<file path="src/cprs_pkg.sv">
//------------------------------------------------------------
// power and reset sequencing constants
//------------------------------------------------------------
package cprs_pkg;
   // clock and timing
   localparam int CLK_HZ = 40_000_000;
   localparam int POR_MIN_MS = 2;
   localparam int POR_MIN_CYCLES = (POR_MIN_MS * CLK_HZ + 999) / 1000;
   localparam int RELEASE_MAX_CLKS = 2;
   localparam int POR_CNT_W = 17;

   // bus group widths
   localparam int REQ_W = 5;
   localparam int RESP_W = 3;
   localparam int ADDR_W = 29;
   localparam int DATA_W = 64;
   localparam int DINV_W = 4;
   localparam int STRAP_W = 8;

   // reset values
   localparam logic [REQ_W-1:0] REQ_IDLE_N = 5'h1f;
   localparam logic [RESP_W-1:0] RESP_IDLE_N = 3'h7;
   localparam logic [POR_CNT_W-1:0] POR_CNT_ZERO = 17'h00000;

   // sequencer states, gray along reset -> release -> run
   typedef enum logic [1:0] {
      ST_IN_RESET = 2'h0,
      ST_RELEASE = 2'h1,
      ST_RUN = 2'h3,
      ST_FLOAT = 2'h2
   } cprs_state_e;

   // values caught at reset release
   typedef struct packed {
      logic soft_init;
      logic float_out;
      logic [STRAP_W-1:0] cfg;
   } cprs_straps_s;

   // captured request from the other agent
   typedef struct packed {
      logic [REQ_W-1:0] cmd;
      logic [ADDR_W-1:0] addr;
   } cprs_req_s;
endpackage

</file>
<file path="src/cprs_bitrev.sv">
`timescale 1ns/1ps
module cprs_bitrev #(
   parameter int W = 8
) (
   // data and selector
   input wire logic [W-1:0] din_in,
   input wire logic rev_in,
   // result
   output logic [W-1:0] dout_out
);
   // one mux per bit, swapping ends when reversal is selected
   genvar i;
   generate
      for (i = 0; i < W; i++) begin : g_bit
         assign dout_out[i] = rev_in ? din_in[W-1-i] : din_in[i];
      end
   endgenerate
endmodule

</file>
<file path="src/cprs_top.sv">
`timescale 1ns/1ps
module cprs_top #(
   parameter int POR_MIN_CYC = cprs_pkg::POR_MIN_CYCLES
) (
   // clock and block reset
   input wire logic CLK_IN,
   input wire logic RSTN_IN,
   // system controller
   input wire logic SUPPLY_OK_IN,
   input wire logic RESET_N_IN,
   input wire logic INIT_N_IN,
   input wire logic SYS_MGMT_IRQ_N_IN,
   input wire logic [cprs_pkg::STRAP_W-1:0] STRAP_CFG_IN,
   // core side status
   output logic CORE_RESET_OUT,
   output logic CACHE_INVAL_OUT,
   output logic [cprs_pkg::STRAP_W-1:0] STRAP_CFG_OUT,
   output logic BIT_REVERSE_OUT,
   output logic OUTPUTS_FLOAT_OUT,
   output logic RESET_SHORT_OUT,
   // core side transmit
   input wire logic TXN_VALID_IN,
   input wire logic [cprs_pkg::REQ_W-1:0] TXN_CMD_IN,
   input wire logic [cprs_pkg::ADDR_W-1:0] TXN_ADDR_IN,
   output logic TXN_READY_OUT,
   input wire logic DATA_DRIVE_IN,
   input wire logic [cprs_pkg::DATA_W-1:0] TX_DATA_IN,
   input wire logic [cprs_pkg::DINV_W-1:0] TX_DINV_IN,
   input wire logic RESP_DRIVE_IN,
   input wire logic [cprs_pkg::RESP_W-1:0] RESP_STATUS_IN,
   // core side receive
   output logic RX_VALID_OUT,
   output logic [cprs_pkg::REQ_W-1:0] RX_CMD_OUT,
   output logic [cprs_pkg::ADDR_W-1:0] RX_ADDR_OUT,
   output logic [cprs_pkg::DATA_W-1:0] RX_DATA_OUT,
   output logic [cprs_pkg::DINV_W-1:0] RX_DINV_OUT,
   output logic [cprs_pkg::RESP_W-1:0] RX_RESP_OUT,
   // request command pins, active low
   input wire logic [cprs_pkg::REQ_W-1:0] REQ_CMD_N_IN,
   output logic [cprs_pkg::REQ_W-1:0] REQ_CMD_N_OUT,
   output logic REQ_CMD_OE_OUT,
   // address strobe zero, active low
   input wire logic ADDRESS_STROBE0_N_IN,
   output logic ADDRESS_STROBE0_N_OUT,
   output logic ADDRESS_STROBE0_OE_OUT,
   // address pins, active low
   input wire logic [cprs_pkg::ADDR_W-1:0] ADDR_N_IN,
   output logic [cprs_pkg::ADDR_W-1:0] ADDR_N_OUT,
   output logic ADDR_OE_OUT,
   // data and inversion pins, active low
   input wire logic [cprs_pkg::DATA_W-1:0] DATA_N_IN,
   output logic [cprs_pkg::DATA_W-1:0] DATA_N_OUT,
   output logic DATA_OE_OUT,
   input wire logic [cprs_pkg::DINV_W-1:0] DATA_INVERSION_N_IN,
   output logic [cprs_pkg::DINV_W-1:0] DATA_INVERSION_N_OUT,
   output logic DATA_INVERSION_OE_OUT,
   // response status pins, active low
   input wire logic [cprs_pkg::RESP_W-1:0] RESPONSE_STATUS_N_IN,
   output logic [cprs_pkg::RESP_W-1:0] RESPONSE_STATUS_N_OUT,
   output logic RESPONSE_STATUS_OE_OUT
);
   //------------------------------------------------------------
   // declarations
   //------------------------------------------------------------
   cprs_pkg::cprs_state_e state_ff;
   cprs_pkg::cprs_state_e nxt_state;
   cprs_pkg::cprs_straps_s straps_ff;
   cprs_pkg::cprs_req_s rx_req_ff;
   logic in_reset;
   logic release_edge;
   logic may_drive;
   logic take_txn;
   logic por_pending_ff;
   logic [cprs_pkg::POR_CNT_W-1:0] por_cnt_ff;
   logic short_ff;
   logic rx_valid_ff;
   logic strobe_seen_ff;
   logic [cprs_pkg::ADDR_W-1:0] tx_addr_rev;
   logic [cprs_pkg::DATA_W-1:0] tx_data_rev;
   logic [cprs_pkg::DINV_W-1:0] tx_dinv_rev;
   logic [cprs_pkg::ADDR_W-1:0] rx_addr_rev;
   logic [cprs_pkg::DATA_W-1:0] rx_data_rev;
   logic [cprs_pkg::DINV_W-1:0] rx_dinv_rev;

   //------------------------------------------------------------
   // reset sequencing
   //------------------------------------------------------------
   // a low supply-ok is treated as reset too, so a controller slip cannot
   // leave the core running on bad rails
   assign in_reset = !RESET_N_IN || !SUPPLY_OK_IN;
   // straps and mode pins are sampled in the cycle reset first goes away
   assign release_edge = (state_ff == cprs_pkg::ST_IN_RESET) && !in_reset;

   // next state: any reset wins, float is held until the next reset
   always_comb begin
      nxt_state = state_ff;
      unique case (state_ff)
         cprs_pkg::ST_IN_RESET: begin
            if (release_edge) begin
               nxt_state = SYS_MGMT_IRQ_N_IN ? cprs_pkg::ST_RELEASE
                                             : cprs_pkg::ST_FLOAT;
            end
         end
         cprs_pkg::ST_RELEASE: begin
            nxt_state = cprs_pkg::ST_RUN;
         end
         cprs_pkg::ST_RUN, cprs_pkg::ST_FLOAT: begin
            nxt_state = state_ff;
         end
      endcase
      if (in_reset) begin
         nxt_state = cprs_pkg::ST_IN_RESET;
      end
   end

   // state register
   always_ff @(posedge CLK_IN) begin
      if (!RSTN_IN) begin
         state_ff <= cprs_pkg::ST_IN_RESET;
      end else begin
         state_ff <= nxt_state;
      end
   end

   // core held in known state and caches dropped without write-back
   always_ff @(posedge CLK_IN) begin
      if (!RSTN_IN) begin
         CORE_RESET_OUT <= 1'b1;
         CACHE_INVAL_OUT <= 1'b1;
      end else begin
         CORE_RESET_OUT <= in_reset || (state_ff == cprs_pkg::ST_IN_RESET);
         CACHE_INVAL_OUT <= in_reset;
      end
   end

   // strap capture on release, held until the next release
   always_ff @(posedge CLK_IN) begin
      if (!RSTN_IN) begin
         straps_ff <= '0;
      end else if (release_edge) begin
         straps_ff.cfg <= STRAP_CFG_IN;
         straps_ff.soft_init <= !INIT_N_IN;
         straps_ff.float_out <= !SYS_MGMT_IRQ_N_IN;
      end
   end

   assign STRAP_CFG_OUT = straps_ff.cfg;
   assign BIT_REVERSE_OUT = straps_ff.soft_init;
   assign OUTPUTS_FLOAT_OUT = (state_ff == cprs_pkg::ST_FLOAT);

   //------------------------------------------------------------
   // power-on reset length monitor
   //------------------------------------------------------------
   // counts reset cycles with good supply; only the reset that follows a
   // supply drop or a block reset is judged, a warm reset may be short
   always_ff @(posedge CLK_IN) begin
      if (!RSTN_IN) begin
         por_pending_ff <= 1'b1;
         por_cnt_ff <= cprs_pkg::POR_CNT_ZERO;
         short_ff <= 1'b0;
      end else begin
         if (!SUPPLY_OK_IN) begin
            por_pending_ff <= 1'b1;
            por_cnt_ff <= cprs_pkg::POR_CNT_ZERO;
         end else if (in_reset && (por_cnt_ff != '1)) begin
            por_cnt_ff <= por_cnt_ff + 1'b1;
         end
         if (release_edge && por_pending_ff) begin
            por_pending_ff <= 1'b0;
            short_ff <= (por_cnt_ff < POR_MIN_CYC[cprs_pkg::POR_CNT_W-1:0]);
         end
      end
   end

   assign RESET_SHORT_OUT = short_ff;

   //------------------------------------------------------------
   // bit order reversal for board layout
   //------------------------------------------------------------
   cprs_bitrev #(.W(cprs_pkg::ADDR_W)) u_tx_addr (.din_in(TXN_ADDR_IN),
      .rev_in(straps_ff.soft_init), .dout_out(tx_addr_rev));
   cprs_bitrev #(.W(cprs_pkg::DATA_W)) u_tx_data (.din_in(TX_DATA_IN),
      .rev_in(straps_ff.soft_init), .dout_out(tx_data_rev));
   cprs_bitrev #(.W(cprs_pkg::DINV_W)) u_tx_dinv (.din_in(TX_DINV_IN),
      .rev_in(straps_ff.soft_init), .dout_out(tx_dinv_rev));
   cprs_bitrev #(.W(cprs_pkg::ADDR_W)) u_rx_addr (.din_in(~ADDR_N_IN),
      .rev_in(straps_ff.soft_init), .dout_out(rx_addr_rev));
   cprs_bitrev #(.W(cprs_pkg::DATA_W)) u_rx_data (.din_in(~DATA_N_IN),
      .rev_in(straps_ff.soft_init), .dout_out(rx_data_rev));
   cprs_bitrev #(.W(cprs_pkg::DINV_W)) u_rx_dinv (.din_in(~DATA_INVERSION_N_IN),
      .rev_in(straps_ff.soft_init), .dout_out(rx_dinv_rev));

   //------------------------------------------------------------
   // bus drive
   //------------------------------------------------------------
   // drive only in run and with reset low; the enables fall on the first
   // edge that sees reset, one clock inside the two-clock allowance
   assign may_drive = (state_ff == cprs_pkg::ST_RUN) && !in_reset;
   assign TXN_READY_OUT = may_drive;
   assign take_txn = TXN_VALID_IN && may_drive;

   // command and address launch with the strobe in the same cycle, so the
   // far end captures them against the strobe, not the bus clock
   always_ff @(posedge CLK_IN) begin
      if (!RSTN_IN) begin
         REQ_CMD_N_OUT <= cprs_pkg::REQ_IDLE_N;
         REQ_CMD_OE_OUT <= 1'b0;
         ADDRESS_STROBE0_N_OUT <= 1'b1;
         ADDRESS_STROBE0_OE_OUT <= 1'b0;
         ADDR_N_OUT <= '1;
         ADDR_OE_OUT <= 1'b0;
      end else if (take_txn) begin
         REQ_CMD_N_OUT <= ~TXN_CMD_IN;
         REQ_CMD_OE_OUT <= 1'b1;
         ADDRESS_STROBE0_N_OUT <= 1'b0;
         ADDRESS_STROBE0_OE_OUT <= 1'b1;
         ADDR_N_OUT <= ~tx_addr_rev;
         ADDR_OE_OUT <= 1'b1;
      end else begin
         REQ_CMD_N_OUT <= cprs_pkg::REQ_IDLE_N;
         REQ_CMD_OE_OUT <= 1'b0;
         ADDRESS_STROBE0_N_OUT <= 1'b1;
         ADDRESS_STROBE0_OE_OUT <= 1'b0;
         ADDR_N_OUT <= '1;
         ADDR_OE_OUT <= 1'b0;
      end
   end

   // data and inversion follow the core's drive request each cycle
   always_ff @(posedge CLK_IN) begin
      if (!RSTN_IN) begin
         DATA_N_OUT <= '1;
         DATA_OE_OUT <= 1'b0;
         DATA_INVERSION_N_OUT <= '1;
         DATA_INVERSION_OE_OUT <= 1'b0;
      end else begin
         DATA_N_OUT <= ~tx_data_rev;
         DATA_OE_OUT <= DATA_DRIVE_IN && may_drive;
         DATA_INVERSION_N_OUT <= ~tx_dinv_rev;
         DATA_INVERSION_OE_OUT <= DATA_DRIVE_IN && may_drive;
      end
   end

   // response status driven only while this end completes the transaction
   always_ff @(posedge CLK_IN) begin
      if (!RSTN_IN) begin
         RESPONSE_STATUS_N_OUT <= cprs_pkg::RESP_IDLE_N;
         RESPONSE_STATUS_OE_OUT <= 1'b0;
      end else if (RESP_DRIVE_IN && may_drive) begin
         RESPONSE_STATUS_N_OUT <= ~RESP_STATUS_IN;
         RESPONSE_STATUS_OE_OUT <= 1'b1;
      end else begin
         RESPONSE_STATUS_N_OUT <= cprs_pkg::RESP_IDLE_N;
         RESPONSE_STATUS_OE_OUT <= 1'b0;
      end
   end

   //------------------------------------------------------------
   // bus receive
   //------------------------------------------------------------
   // a request from the far agent is caught on the strobe's falling edge;
   // our own strobe is ignored so loopback does not echo a request
   always_ff @(posedge CLK_IN) begin
      if (!RSTN_IN) begin
         strobe_seen_ff <= 1'b0;
         rx_valid_ff <= 1'b0;
         rx_req_ff <= '0;
      end else begin
         strobe_seen_ff <= !ADDRESS_STROBE0_N_IN;
         rx_valid_ff <= 1'b0;
         if (!ADDRESS_STROBE0_N_IN && !strobe_seen_ff && !ADDRESS_STROBE0_OE_OUT
             && !in_reset) begin
            rx_req_ff.cmd <= ~REQ_CMD_N_IN;
            rx_req_ff.addr <= rx_addr_rev;
            rx_valid_ff <= 1'b1;
         end
      end
   end

   // data, inversion and response are sampled every cycle
   always_ff @(posedge CLK_IN) begin
      if (!RSTN_IN) begin
         RX_DATA_OUT <= '0;
         RX_DINV_OUT <= '0;
         RX_RESP_OUT <= '0;
      end else begin
         RX_DATA_OUT <= rx_data_rev;
         RX_DINV_OUT <= rx_dinv_rev;
         RX_RESP_OUT <= ~RESPONSE_STATUS_N_IN;
      end
   end

   assign RX_VALID_OUT = rx_valid_ff;
   assign RX_CMD_OUT = rx_req_ff.cmd;
   assign RX_ADDR_OUT = rx_req_ff.addr;
endmodule

</file>
<file path="config.mk">
export PLATFORM = sky130hd
export DESIGN_NAME = cprs_top
export DESIGN_NICKNAME = d
export VERILOG_FILES = /design/src/cprs_pkg.sv /design/src/cprs_bitrev.sv /design/src/cprs_top.sv
export SDC_FILE = /design/constraint.sdc
export NUM_CORES = 1
export LEC_CHECK = 0
export ABC_CLOCK_PERIOD_IN_PS = 2610
export CORE_AREA = 2 2 177 179
export DETAILED_ROUTE_END_ITERATION = 8
export DIE_AREA = 0 0 179 181
export DONT_BUFFER_PORTS = 1
export PLACE_DENSITY_LB_ADDON = 0.2
export SLEW_MARGIN = 20
export SYNTH_ARGS = -nofsm -noshare
export SYNTH_HDL_FRONTEND = slang
export SYNTH_SLANG_ARGS = --single-unit
</file>
<file path="constraint.sdc">
create_clock -name CLK_IN -period 2.61 [get_ports CLK_IN]
set_clock_uncertainty 0.1 [all_clocks]
set_input_delay 0.783 -clock CLK_IN [delete_from_list [all_inputs] [get_ports CLK_IN]]
set_output_delay 0.783 -clock CLK_IN [all_outputs]
set_load 0.05 [all_outputs]
</file>
==> results.yml <==
floorplan:
  die_h_um: 181
  start_util_pct: 30.0
  die_w_um: 179
  coreArea_mm2: 0.0303
  rows: 64
  die_area_mm2: 0.0324
  io_pins: 460
placed_design:
  hpwl_mm: 19.1
  port_buffers: 0
  placed_area_mm2: 0.00960
  place.gp.congestion: 0.745
worst_hold_path:
  hp-class: "input pin to flip-flop"
  hold_path_end: "RESPONSE_STATUS_N_OUT[1]$_SDFF_PN1_"
  hp-start: "RESP_STATUS_IN[1]"
  hold_depth: 1
worst_setup_path:
  path_cells: "buf_12"
  r2r_start: "por_cnt_ff[0]$_SDFFE_PN0P_"
  slowest_delay_ns: 0.75
  startpoint: "ADDR_OE_OUT$_SDFF_PN0_"
  cp_top_family: "flip-flops"
  cp-end-kind: "output port"
  cp_max_fo: 4
  reg2reg_to: "por_cnt_ff[15]$_SDFFE_PN0P_"
  slowest_stage: "dfxtp_1"
  cp.required_ns: 1.73
  worst-path-buf-inv: 1
  r2r_cells: 9
  critical_path_arrival_ns: 1.54
  ff2ff_setup_slack_ns: 0.37
  crit_type: "flip-flop to output port"
  worstSetupStartpointType: "flip-flop"
detailed_routing:
  drc: 0
  wl_mm: 26.1
  dr.pass1.iters: 4
  wl_per_cell_um: 19.9
  detail_route.iter0.violations: 179
  viasPerCell: 4.79
  vias: 6279
  drtAntennaViolNets: 0
yosys:
  ys_seq_area_share_pct: 54.6
  async_reset_ff_share_pct: 0
  yosys_warnings: 0
  syn_avg_cell_area_um2: 10.0
  synth_seq_cells: 248
  syn_inst: 907
  syn-num-nets: 1137
  synth_cell_type_count: 38
  syn_area_mm2: 0.00909
  synth_ff_type: "dfxtp_1"
  synth_edf_count: 0
cells_and_area:
  multi_input_area_mm2: 0.00382
  fillers: 3073
  synthToLayoutAreaGrowth_pct: 15.6
  final_util_pct: 34.6
  nNetsFinal: 1128
  n_antenna_cell: 0
  drive_gt1_share_pct: 19.0
  design_area_mm2: 0.0105
  ff_latch_area_mm2: 0.00497
sta:
  timing.final.crit_period_ns: 2.42
  setup_viol: 0
  grt_setup_unrepaired: "false"
  maxSlewHeadroom_pct: 54.8
  max_freq_mhz: 412
  hold_viol_final: 0
  report.final.slew_viol_count: 0
  worstMarginPinSlew_ns: 0.677
  fin_crit_sh_pct: 92.9
  final.setup.tns_ns: 0
cts:
  cts.sinks: 248
  clk_pin_slew_ns: 0.06
  cts_setup_buffers: 0
  cts_hold_buffers: 0
  clk_latency_ns: 0.53
  cts_resized: 0
  numCtsBuffers: 27
  htreeDepth: 1
  clockRootBuffer: "clkbuf_16"
  clockBufferDepth: 3
  cts_tree: "built"
global_route:
  global_route.usage.total_pct: 14.9
  grt_pass1_vias: 6225
  globalRouteOverflowTotal: 0
  antenna_found_initial: 1
  grt_max_degree: 118
  grt_pass1_wl_mm: 37.3
run:
  drv_cap: 0
power_and_ir_drop:
  ir_drop_mv: 0.413
  power_density_mw_per_mm2: 869
  leakage_nw: 3.79
outcome:
  status: "finished, final reports clean"
==> per-stage QoR <==
step | hold slack (ns) | cells | worst slack [ns] | power (W)
5_1_grt | 0.177 | 1312 | 0.101 | 0.00951
3_5_place_dp | 0.362 | 1265 | 0.325 | 0.00538
4_1_cts | 0.171 | 1312 | 0.138 | 0.00928
6_report | 0.210 | 1312 | 0.186 | 0.00913
3_3_place_gp | 0.352 | 1265 | 0.342 | 0.00538
2_1_floorplan | 0.336 | 907 | 0.188 | 0.00524
==> report_power, final <==
group / total, W / internal (W) / switching (W)
clock: 0.00384 / 0.00233 / 0.00152
sequential: 0.00474 / 0.00398 / 0.000761
combinational: 0.000547 / 0.000283 / 0.000264
total: 0.00913 / 0.00659 / 0.00254
==> worst reg2reg max path, cell delays in order, from the launching register on <==
cell     delay [ns]
dfxtp_1        0.34
ha_1           0.21
nand3_1        0.15
nor4_1         0.08
ha_1           0.20
a21oi_1        0.25
buf_4          0.19
nand3_1        0.09
or4_1          0.40
a21oi_1        0.15
==> layer usage <==
layer / global-route usage (%) / wire [um]
met1: 14.6 / 8840
met2: 26.5 / 12700
met3: 8.56 / 3990
met4: 4.46 / 627
met5: 0 / 13
==> area by class of cell <==
class	count	area share [%]
Clock buffer	44	8.20
Clock inverter	3	0.381
Inverter	4	0.167
Multi-Input combinational cell	588	36.3
Sequential cell	248	47.3
Tap cell	396	4.72
Timing Repair Buffer	29	2.91
==> state kept, by name, indices dropped and copies added, names as in the netlist, 5 cells and up <==
| signal | flops |
|---|---|
| ADDR_N_OUT | 29 |
| REQ_CMD_N_OUT | 5 |
| RX_CMD_OUT | 5 |
| STRAP_CFG_OUT | 8 |
| DATA_N_OUT | 64 |
| RX_DATA_OUT | 64 |
| RX_ADDR_OUT | 29 |
| por_cnt_ff | 17 |
==> synth_stat cells, types with 5 or more instances <==
cell	count	share of area [%]
nand3_1	7	0.39
dfxtp_1	248	55
clkbuf_1	40	1.7
mux2_2	96	12
xor2_1	6	0.58
nand2_1	193	8.0
mux2i_1	28	3.1
nor2b_1	68	4.7
a211oi_1	75	6.2
a21oi_1	47	2.6
nor2_1	26	1.1
nor3_1	5	0.28
buf_2	20	1.1
or4_1	5	0.41
==> logic make-up after synthesis <==
logic type                 Yosys count  synth area share [%]
AOI/OAI and AO/OA                  132                  9.61
adders and majority gates            2                 0.275
muxes                              124                  15.0
xor gates and xnor gates             9                 0.867
buffers and inverters               71                  3.52
DFF                                248                  54.6
and+or+nand+nor                    321                  16.1
==> how the worst max path moves through the flow <==
stage / end / slack (ns) / depth (start not counted)
final: REQ_CMD_OE_OUT / 0.19 / 1
after global placement: RX_ADDR_OUT[17]$_SDFFE_PN0P_ / 0.34 / 6
after detailed placement: RX_ADDR_OUT[3]$_SDFFE_PN0P_ / 0.32 / 6
after floorplan: TXN_READY_OUT / 0.19 / 2
after global routing: OUTPUTS_FLOAT_OUT / 0.10 / 3
after CTS: ADDR_OE_OUT / 0.14 / 1
==> cell usage in the layout (no fill, tap or decap), types with 2 or more instances in the layout <==
cell         n
clkbuf_8    10
nand3_1      7
or4_1        5
a211oi_1    75
clkbuf_16   28
xor2_1       6
nand2_1    193
clkbuf_1     6
buf_4       22
clkinv_2     2
and2_1       4
mux2i_1     28
mux2_2      96
inv_1        3
xnor2_1      3
o21a_1       2
buf_12       7
nor3_1       4
a21oi_1     47
nor2b_1     68
nand4_1      3
nor4_1       2
nor2_1      26
dfxtp_1    247
o31ai_1      4
ha_1         2
Power figures use the tool's default switching activity.
